File: src/ispme_pkg.sv
package ispme_pkg;

	// Power-on oscillator stabilization time in ns
	localparam int unsigned STAB_TIME_NS = 20_000_000;
	// Clock period in ns
	localparam int unsigned CLK_PERIOD_NS = 10;
	// Stabilization window in cycles, rounded up
	localparam int unsigned STAB_CYCLES =
		(STAB_TIME_NS + CLK_PERIOD_NS - 1) / CLK_PERIOD_NS;

	// Option configuration width and unconfigured (erased) value
	localparam int unsigned OPT_W = 8;
	localparam logic [7:0] OPT_ERASED = 8'hFF;
	// Memory data width and value returned when locked
	localparam int unsigned DATA_W = 8;
	localparam logic [7:0] LOCKED_DATA = 8'h00;
	// Bit of the option byte that holds the security lock
	localparam int unsigned LOCK_BIT = 4;

	// Programming commands received on the serial port
	typedef enum logic [2:0] {
		ISPME_CMD_NONE = 3'h0,
		ISPME_CMD_ERASE = 3'h1,
		ISPME_CMD_PROGRAM = 3'h2,
		ISPME_CMD_VERIFY = 3'h3,
		ISPME_CMD_OPTWR = 3'h4,
		ISPME_CMD_READ = 3'h5
	} ispme_cmd_t;

	// Operating modes, one-hot
	typedef enum logic [3:0] {
		ISPME_ST_STAB = 4'b0001,
		ISPME_ST_RUN = 4'b0010,
		ISPME_ST_ISP = 4'b0100,
		ISPME_ST_BUSY = 4'b1000
	} ispme_state_t;

	// Command request from the serial port
	typedef struct packed {
		logic valid;
		ispme_cmd_t cmd;
		logic [7:0] opt;
	} ispme_req_t;

	// Whole state of the controller
	typedef struct packed {
		ispme_state_t st;
		logic [24:0] cnt;
		logic [2:0] vpp_sync;
		logic vpp_lvl;
		logic [7:0] opt_stored;
		logic [7:0] opt_active;
		logic done;
		logic [7:0] rd_data;
		logic mismatch;
	} ispme_regs_t;

endpackage : ispme_pkg

File: src/ispme_ctrl.sv
`timescale 1ns/10ps
module ispme_ctrl #(
	parameter int unsigned STAB_CYC = ispme_pkg::STAB_CYCLES
) (
	input wire logic REF_CLK_I,
	input wire logic RESET_I,
	input wire logic POR_I,
	input wire logic VPP_HIGH_I,
	input wire logic PIN_OUT_CFG_I,
	input wire ispme_pkg::ispme_req_t REQ_I,
	input wire logic [7:0] MEM_DATA_I,
	input wire logic [7:0] CMP_DATA_I,
	output logic PIN_OE_ALLOW_O,
	output logic ISP_MODE_O,
	output logic CPU_RUN_O,
	output logic BUSY_O,
	output logic DONE_O,
	output logic [7:0] OPT_ACTIVE_O,
	output logic [7:0] OPT_STORED_O,
	output logic [7:0] RD_DATA_O,
	output logic MISMATCH_O
);

	////////////////////////////////////////////////////////////////////////
	// State registers
	ispme_pkg::ispme_regs_t q; // Registered state
	ispme_pkg::ispme_regs_t d; // Next state
	logic locked; // Security lock from stored option
	logic [7:0] seen; // Data offered for comparison

	// Lock comes from the stored option byte
	assign locked = ~q.opt_stored[ispme_pkg::LOCK_BIT];
	// Locked part returns fixed data, not memory
	assign seen = locked ? ispme_pkg::LOCKED_DATA : MEM_DATA_I;

	////////////////////////////////////////////////////////////////////////
	// Next-state logic
	always_comb begin
		d = q;
		d.done = 1'b0;
		// Three-stage synchroniser for the high-voltage detector
		d.vpp_sync = {q.vpp_sync[1:0], VPP_HIGH_I};
		if (q.vpp_sync[2] == q.vpp_sync[1]) begin
			d.vpp_lvl = q.vpp_sync[1];
		end
		unique case (q.st)
			ispme_pkg::ISPME_ST_STAB: begin
				// Pin stays input while oscillator settles
				if (q.vpp_lvl) begin
					d.st = ispme_pkg::ISPME_ST_ISP;
				end else if (q.cnt >= 25'(STAB_CYC - 1)) begin
					d.st = ispme_pkg::ISPME_ST_RUN;
				end else begin
					d.cnt = q.cnt + 25'h000_0001;
				end
			end
			ispme_pkg::ISPME_ST_RUN: begin
				// Entry blocked while pin drives as output
				if (q.vpp_lvl && !PIN_OUT_CFG_I) begin
					d.st = ispme_pkg::ISPME_ST_ISP;
				end
			end
			ispme_pkg::ISPME_ST_ISP: begin
				// Only serial-port commands are serviced
				if (REQ_I.valid && REQ_I.cmd != ispme_pkg::ISPME_CMD_NONE) begin
					d.st = ispme_pkg::ISPME_ST_BUSY;
					d.mismatch = 1'b0;
					unique case (REQ_I.cmd)
						ispme_pkg::ISPME_CMD_ERASE:
							d.opt_stored = ispme_pkg::OPT_ERASED;
						ispme_pkg::ISPME_CMD_OPTWR:
							d.opt_stored = REQ_I.opt;
						ispme_pkg::ISPME_CMD_VERIFY:
							d.mismatch = (seen != CMP_DATA_I);
						ispme_pkg::ISPME_CMD_READ:
							d.rd_data = seen;
						default: begin
						end
					endcase
				end
			end
			ispme_pkg::ISPME_ST_BUSY: begin
				// Command finished: resume user code on its own
				d.st = ispme_pkg::ISPME_ST_RUN;
				d.done = 1'b1;
			end
			default: d.st = ispme_pkg::ISPME_ST_STAB;
		endcase
	end

	////////////////////////////////////////////////////////////////////////
	// State register; power-on reset also restarts stabilization
	always_ff @(posedge REF_CLK_I or posedge RESET_I) begin
		if (RESET_I) begin
			q <= '{st: ispme_pkg::ISPME_ST_STAB, cnt: 25'h000_0000,
				vpp_sync: 3'h0, vpp_lvl: 1'b0,
				opt_stored: ispme_pkg::OPT_ERASED,
				opt_active: ispme_pkg::OPT_ERASED, done: 1'b0,
				rd_data: 8'h00, mismatch: 1'b0};
		end else begin
			q <= d;
			// Options copied to active set only at power-on
			if (POR_I) begin
				q.opt_active <= d.opt_stored;
				q.st <= ispme_pkg::ISPME_ST_STAB;
				q.cnt <= 25'h000_0000;
			end
		end
	end

	////////////////////////////////////////////////////////////////////////
	// Outputs
	assign PIN_OE_ALLOW_O = (q.st != ispme_pkg::ISPME_ST_STAB);
	assign ISP_MODE_O = (q.st == ispme_pkg::ISPME_ST_ISP) ||
		(q.st == ispme_pkg::ISPME_ST_BUSY);
	assign CPU_RUN_O = (q.st == ispme_pkg::ISPME_ST_RUN);
	assign BUSY_O = (q.st == ispme_pkg::ISPME_ST_BUSY);
	assign DONE_O = q.done;
	assign OPT_ACTIVE_O = q.opt_active;
	assign OPT_STORED_O = q.opt_stored;
	assign RD_DATA_O = q.rd_data;
	assign MISMATCH_O = q.mismatch;

	////////////////////////////////////////////////////////////////////////
	// Assertions
	property p_out_blocks;
		@(posedge REF_CLK_I) disable iff (RESET_I)
		(q.st == ispme_pkg::ISPME_ST_RUN && PIN_OUT_CFG_I && !POR_I)
			|=> !ISP_MODE_O;
	endproperty
	a_out_blocks: assert property (p_out_blocks) else $error("entry while output");

	property p_enter;
		@(posedge REF_CLK_I) disable iff (RESET_I)
		(q.st == ispme_pkg::ISPME_ST_RUN && q.vpp_lvl && !PIN_OUT_CFG_I
			&& !POR_I) |=> ISP_MODE_O;
	endproperty
	a_enter: assert property (p_enter) else $error("no programming entry");

	property p_stab_input;
		@(posedge REF_CLK_I) disable iff (RESET_I)
		(q.st == ispme_pkg::ISPME_ST_STAB) |-> !PIN_OE_ALLOW_O;
	endproperty
	a_stab_input: assert property (p_stab_input) else $error("pin driven early");

	property p_opt_hold;
		@(posedge REF_CLK_I) disable iff (RESET_I)
		!POR_I |=> $stable(OPT_ACTIVE_O);
	endproperty
	a_opt_hold: assert property (p_opt_hold) else $error("option changed late");

	property p_exit;
		@(posedge REF_CLK_I) disable iff (RESET_I)
		(BUSY_O && !POR_I) |=> (CPU_RUN_O && DONE_O);
	endproperty
	a_exit: assert property (p_exit) else $error("did not resume");

	property p_erase;
		@(posedge REF_CLK_I) disable iff (RESET_I)
		(q.st == ispme_pkg::ISPME_ST_ISP && REQ_I.valid && !POR_I &&
			REQ_I.cmd == ispme_pkg::ISPME_CMD_ERASE)
			|=> OPT_STORED_O == ispme_pkg::OPT_ERASED;
	endproperty
	a_erase: assert property (p_erase) else $error("erase kept option");

	property p_lock;
		@(posedge REF_CLK_I) disable iff (RESET_I)
		(q.st == ispme_pkg::ISPME_ST_ISP && REQ_I.valid && locked && !POR_I
			&& REQ_I.cmd == ispme_pkg::ISPME_CMD_READ)
			|=> RD_DATA_O == ispme_pkg::LOCKED_DATA;
	endproperty
	a_lock: assert property (p_lock) else $error("locked data leaked");

	property p_suspend;
		@(posedge REF_CLK_I) disable iff (RESET_I)
		ISP_MODE_O |-> !CPU_RUN_O;
	endproperty
	a_suspend: assert property (p_suspend) else $error("user code ran");

	// Completion strobe lasts exactly one cycle
	property p_done_pulse;
		@(posedge REF_CLK_I) disable iff (RESET_I)
		DONE_O |=> !DONE_O;
	endproperty
	a_done_pulse: assert property (p_done_pulse) else $error("done held");

	// Locked part must fail verify against real data
	property p_verify_lock;
		@(posedge REF_CLK_I) disable iff (RESET_I)
		(q.st == ispme_pkg::ISPME_ST_ISP && REQ_I.valid && locked && !POR_I
			&& REQ_I.cmd == ispme_pkg::ISPME_CMD_VERIFY
			&& CMP_DATA_I != ispme_pkg::LOCKED_DATA) |=> MISMATCH_O;
	endproperty
	a_verify_lock: assert property (p_verify_lock) else $error("verify passed");

	// Pin stays input until the window has run out or high voltage ends it early
	property p_stab_hold;
		@(posedge REF_CLK_I) disable iff (RESET_I)
		(q.st == ispme_pkg::ISPME_ST_STAB && !q.vpp_lvl && !POR_I
			&& q.cnt < 25'(STAB_CYC - 1)) |=> !PIN_OE_ALLOW_O;
	endproperty
	a_stab_hold: assert property (p_stab_hold) else $error("window cut short");

	// Commands outside programming mode are ignored
	property p_refuse;
		@(posedge REF_CLK_I) disable iff (RESET_I)
		(q.st == ispme_pkg::ISPME_ST_RUN && REQ_I.valid && !POR_I)
			|=> !BUSY_O;
	endproperty
	a_refuse: assert property (p_refuse) else $error("command ran in run");

endmodule : ispme_ctrl

File: config.mk
export PLATFORM = sky130hd
export DESIGN_NAME = ispme_ctrl
export DESIGN_NICKNAME = d
export VERILOG_FILES = /design/src/ispme_pkg.sv /design/src/ispme_ctrl.sv
export SDC_FILE = /design/constraint.sdc
export NUM_CORES = 1
export LEC_CHECK = 0
export CELL_PAD_IN_SITES_DETAIL_PLACEMENT = 1
export CELL_PAD_IN_SITES_GLOBAL_PLACEMENT = 2
export CORE_ASPECT_RATIO = 1.25
export CORE_UTILIZATION = 36
export DETAILED_ROUTE_END_ITERATION = 8
export DONT_BUFFER_PORTS = 1
export PLACE_DENSITY_LB_ADDON = 0.1
export SYNTH_ARGS = -nofsm -noshare
export SYNTH_HDL_FRONTEND = slang
export SYNTH_SLANG_ARGS = --single-unit
export TNS_END_PERCENT = 1
File: constraint.sdc
create_clock -name REF_CLK_I -period 2.45 [get_ports REF_CLK_I]
set_input_delay 0.1225 -clock REF_CLK_I [delete_from_list [all_inputs] [get_ports REF_CLK_I]]
set_output_delay 0.1225 -clock REF_CLK_I [all_outputs]
set_load 0.005 [all_outputs]
# --- After elaboration in Yosys (flattened, before gate mapping) ---
# Index checks and enable logic that the tools add are counted.
classes:
  reduce_logical: 10
  add_sub_neg: 1
  order_cmp: 1
  muxes: 15
  eq_ne: 16
ops:
  columns: ["op", "n"]
  rows:
  - ["two-way mux 25 bit", 3]
  - ["two-way mux 29 bit", 1]
  - ["adder 25 x 1 -> 25 bit, second input constant", 1]
  - ["greater-or-equal comparator 25 x 21 -> 1 bit, second input constant", 1]
  - ["two-way mux 8 bit", 3]
  - ["two-way mux 4 bit", 4]
  - ["case mux 4 bit (4 select lines)", 1]
  - ["case mux 8 bit (2 select lines)", 1]
  - ["AND reduction 3 bit", 3]
  - ["!= test 8 bit", 1]
  - ["== test 3 bit, second input constant", 2]
  - ["== test 4 x 1 -> 1 bit, second input constant", 1]
  - ["== test 4 x 2 -> 1 bit, second input constant", 1]
  - ["== test 4 x 3 -> 1 bit, second input constant", 1]
  - ["== test 4 bit, second input constant", 1]
  - ["!= test 2 bit, second input constant", 2]
  - ["!= test 4 x 1 -> 1 bit, second input constant", 1]
  - ["!= test 4 bit, second input constant", 1]
  - ["== test 3 x 1 -> 1 bit, second input constant", 1]
  - ["== test 3 x 2 -> 1 bit, second input constant", 1]
  - ["!= test 3 x 2 -> 1 bit, second input constant", 1]
  - ["!= test 3 bit, second input constant", 1]
  - ["nonzero test 3 bit", 1]
  - ["logical AND 1 bit", 2]
  - ["other kinds (6)", 7]
totals:
  reg_bits: 59
  inputBits: 33
  wordCells: 52
  out_inout_bits: 30

# --- Longest topological paths before layout ---
depth:
  depth_word: 5
  depth_mapped: 7

# --- Worst setup path before layout ---
# Ideal clock, no wire load.
synth_timing:
  path_kind: "register to register"
  from: "reg q[55] (netlist name)"
  to: "reg q[48] (netlist name)"
  setup_ps: 128
  stages_incl_launch_ff: 8
  setup_slack_ps: -162
  path_buffers: 2
  required_ps: 2322
  t_arrival_ps: 2484
  cell_sequence: "dfstp_2 -> or4b_4 -> or3_1 -> buf_6 -> or2_1 -> buf_2 -> nor4_4 -> mux2_1"
synth_between:
  elab_chain_len: 3
synth_rtl:
  columns: ["element", "line", "text"]
  rows:
  - ["start, declared", "ispme_ctrl.sv:26", "ispme_pkg::ispme_regs_t q;"]
  - ["start signal, assigned", "ispme_ctrl.sv:95", "q <= '{st: ispme_pkg::ISPME_ST_STAB, cnt: 25'h000_0000,"]
  - ["== test 4 x 1 -> 1 bit", "ispme_ctrl.sv:46", "unique case (q.st)"]
  - ["nonzero test 2 bit (no line)", null, null]
  - ["AND reduction 3 bit (no line)", null, null]
# Every way passes these cells.
# A chain may end at the register's enable or synchronous reset.

# --- Final worst setup path ---
layout_timing:
  from: "reg q[55] (netlist name)"
  to: "reg q[34] (netlist name)"
# The elaborated chain is that of the path after synthesis.

==> insert_results.sql <==
INSERT INTO impl_metrics (metric_group, metric, value, unit) VALUES
('status', 'run_status', 'finished clean', ''),
('power', 'cellLeakagePower', '1.433', 'nW'),
('cts', 'htreeDepth', '3', ''),
('cts', 'tritoncts_clock_tree', 'done', ''),
('route', 'route.final.wire_length', '7425', 'µm'),
('synthesis', 'postSynth.asyncResetShare', '100.0', '%'),
('grt', 'grt_pass1_vias', '2413', ''),
('synthesis', 'synth_sequential_area_ratio', '48.19', '%'),
('placement', 'placement.setup.worst_slack', '-0.001674', 'ns'),
('placement', 'hpwl_reported_at_the_end_of_detailed_placement', '5150', 'µm'),
('timing', 'postLayoutSetupSlackWorst', '0.06185', 'ns'),
('synthesis', 'postSynthNetCount', '341', ''),
('setup_path', 'required', '2.72', 'ns'),
('final_layout', 'area_delta_synth_final', '13.53', '%'),
('setup_path', 'launching_point_of_the_worst_reg2reg_path', 'q[55]', ''),
('timing', 'grt_setup_unrepaired', 'true', ''),
('cts', 'cts.sink_count', '59', ''),
('synthesis', 'synth_enable_flop_cells', '0', ''),
('die', 'num_rows', '37', ''),
('flow_run', 'max_cap_violations', '0', ''),
('timing', 'portion_of_the_clock_cycle_consumed_by_the_worst_path_in_the_final_layout', '97.48', '%'),
('synthesis', 'postSynthAreaPerCell', '10.12', 'µm²'),
('synthesis', 'post_synth_main_area_contributors', 'dfrtp_1 34%, dfstp_2 14%, buf_4 5.8%, nand2_1 4.2%, o21ai_0 2.9%', ''),
('setup_path', 'timing.critical_path.cells', 'or4b_4 -> or3_4 -> a211o_1 -> or4b_1 -> a21oi_1', ''),
('setup_path', 'critical_path_peak_fanout', '5', ''),
('cts', 'worstSkewPairLatency', '0.34', 'ns'),
('synthesis', 'synth-warning-count', '0', ''),
('hold_path', 'holdCritPathClass', 'primary input to flop', ''),
('grt', 'antenna_found_initial', '0', ''),
('setup_path', 'regToRegEndpoint', 'q[34]', ''),
('route', 'drt_first_pass_iters', '4', ''),
('synthesis', 'synth_cell_types', '56', ''),
('final_layout', 'layout_common_cells', '42 x dfrtp_1, 35 x nand2_1, 21 x dlygate4sd3_1', ''),
('setup_path', 'setup.reg_to_reg.worst_slack', '0.06', 'ns'),
('synthesis', 'post-synth-top-area-cell', 'dfrtp_1', ''),
('setup_path', 'startpoint_type', 'flop', ''),
('synthesis', 'postSynthRegisterBits', '59', ''),
('die', 'initial_utilization', '37.51', '%'),
('setup_path', 'library_cell_contributing_the_largest_single_delay_on_the_critical_path', 'dfstp_2', ''),
('timing', 'clock.fmax', '418.7', 'MHz'),
('cts', 'clk_pin_slew_worst_paths', '0.07', 'ns'),
('timing', 'slew_viol_final', '0', ''),
('setup_path', 'worstSetupEndpointType', 'flop', ''),
('timing', 'setup_viol', '0', ''),
('synthesis', 'ys.flop_type', 'dfrtp_1', ''),
('grt', 'grt_max_degree', '30', ''),
('cts', 'cts_root_buf', 'clkbuf_8', ''),
('timing', 'timing.hold.ws', '0.004757', 'ns'),
('timing', 'final_number_of_hold_violating_endpoints', '0', ''),
('die', 'die_height', '105.9', 'µm'),
('placement', 'port-buffer-count', '0', ''),
('synthesis', 'yosysTopAreaCellShare', '33.82', '%'),
('grt', 'grt_overall_usage', '17.81', '%'),
('final_layout', 'drive_above_1_share', '21.30', '%'),
('grt', 'grt_total_ovfl', '0', ''),
('synthesis', 'syn_area', '3108', 'µm²'),
('grt', 'grt_pass1_wl', '12500', 'µm'),
('final_layout', 'final_common_cell', 'dfrtp_1', ''),
('cts', 'tritoncts.num_buffers', '9', ''),
('route', 'detail-route-antenna-nets', '0', ''),
('power', 'cellPowerDensity', '751.7', 'nW/µm²'),
('timing', 'worst-slew-pin-transition', '0.6057', 'ns'),
('power', 'vdd.ir_drop.worst', '288.0', 'µV'),
('cts', 'max-clock-path-buffers', '2', ''),
('power', 'tot_pwr', '2.652', 'mW'),
('route', 'route.detailed.wl_per_inst', '17.64', 'µm'),
('setup_path', 'critical_path.max_stage_delay', '0.54', 'ns'),
('final_layout', 'n_antenna_cell', '0', ''),
('synthesis', 'gate_count_after_technology_mapping', '307', ''),
('timing', 'fin_crit', '2.388', 'ns'),
('setup_path', 'critical_path.endpoint', 'q[34]', '');
==> critical path, delay by kind of cell, from the launching register on <==
kind / cells / cell delay (ns)
DFF: 1 / 0.54
and+or+nand+nor: 3 / 1.35
AOI/OAI and AO/OA: 2 / 0.44
==> where the power goes <==
part	internal, mW	total (mW)	switching (mW)
sequential	1.22	1.37	0.149
clock	0.392	0.802	0.411
combinational	0.252	0.484	0.232
total	1.86	2.65	0.792
==> how the worst min path moves through the flow <==
| stage | start | endpoint | slack, ns | cells after the start |
|---|---|---|---|---|
| after floorplan | VPP_HIGH_I | d[28] | 0.15 | 0 |
| after global placement | RESET_I | q[50] | 0.10 | 1 |
| after detailed placement | RESET_I | q[50] | 0.09 | 1 |
| after CTS | PIN_OUT_CFG_I | q[56] | 0.005 | 2 |
| after global routing | PIN_OUT_CFG_I | q[56] | 0.008 | 2 |
| final | PIN_OUT_CFG_I | q[56] | 0.005 | 2 |
==> synth_stat cells (all sizes together), types with 5 or more instances <==
library cell,number
o22a,8
nor2b,6
mux2,9
a22oi,5
nand3,7
nand3b,6
nor2,16
o21ai,22
inv,6
dfrtp,42
xor2,6
nor4,8
or4,5
buf,27
dfstp,17
xnor2,6
nand2,35
a21oi,11
o31ai,5
clkbuf,10
==> per-layer routing <==
metal | track usage (%) | vias up | share of wire, %
met5 | 0 | - | 0
met4 | 6.659 | 0 | 1.2
met3 | 4.072 | 8 | 4.0
met2 | 29.78 | 47 | 50
met1 | 22.27 | 1141 | 44
li1 | - | 1112 | -
==> cell families (layout without fill, tap and decap cells) <==
| logic type | count (synthesis) | in the layout | share of synthesized area, % |
|---|---|---|---|
| simple gates | 111 | 111 | 20.61 |
| compound gates | 69 | 69 | 14.82 |
| flops | 59 | 59 | 48.19 |
| buf+inv | 43 | 60 | 8.373 |
| xor+xnor | 12 | 12 | 3.382 |
| mux | 11 | 11 | 3.905 |
| fa+ha+maj | 2 | 2 | 0.7246 |
==> state kept, by name, indices dropped and copies added (netlist names) <==
name	count
OPT_ACTIVE_O	8
DONE_O	1
d	2
q	31
RD_DATA_O	8
OPT_STORED_O	8
MISMATCH_O	1
==> stage by stage <==
stage	cell area, µm²	setup TNS (ns)	utilization [%]	std cells
final	3528	0	42.58	421
after global routing	3528	-0.1298	42.58	421
after CTS	3526	0	42.55	421
after detailed placement	3112	-0.001674	37.55	383
after global placement	3112	0	37.55	383
after floorplan	3108	0	-	307
==> area by class of cell <==
type                       instances  area (µm²)
sequential                        59        1498
clock buffer                      10       137.6
inverter                           6       22.52
tap                               97       121.4
clock inverter                     6       41.29
fill                             937        4758
timing repair buffer              38       350.3
multi-input combinational        205        1358
==> what timing repair did <==
item	in CTS	in global routing
pin swaps	0	2
setup buffers	0	0
gates resized for setup	1	1
endpoints found under the hold margin	58	0
hold buffers	22	0
endpoints found under the setup margin	2	14
No activity file was read; power rests on OpenSTA's default activity.
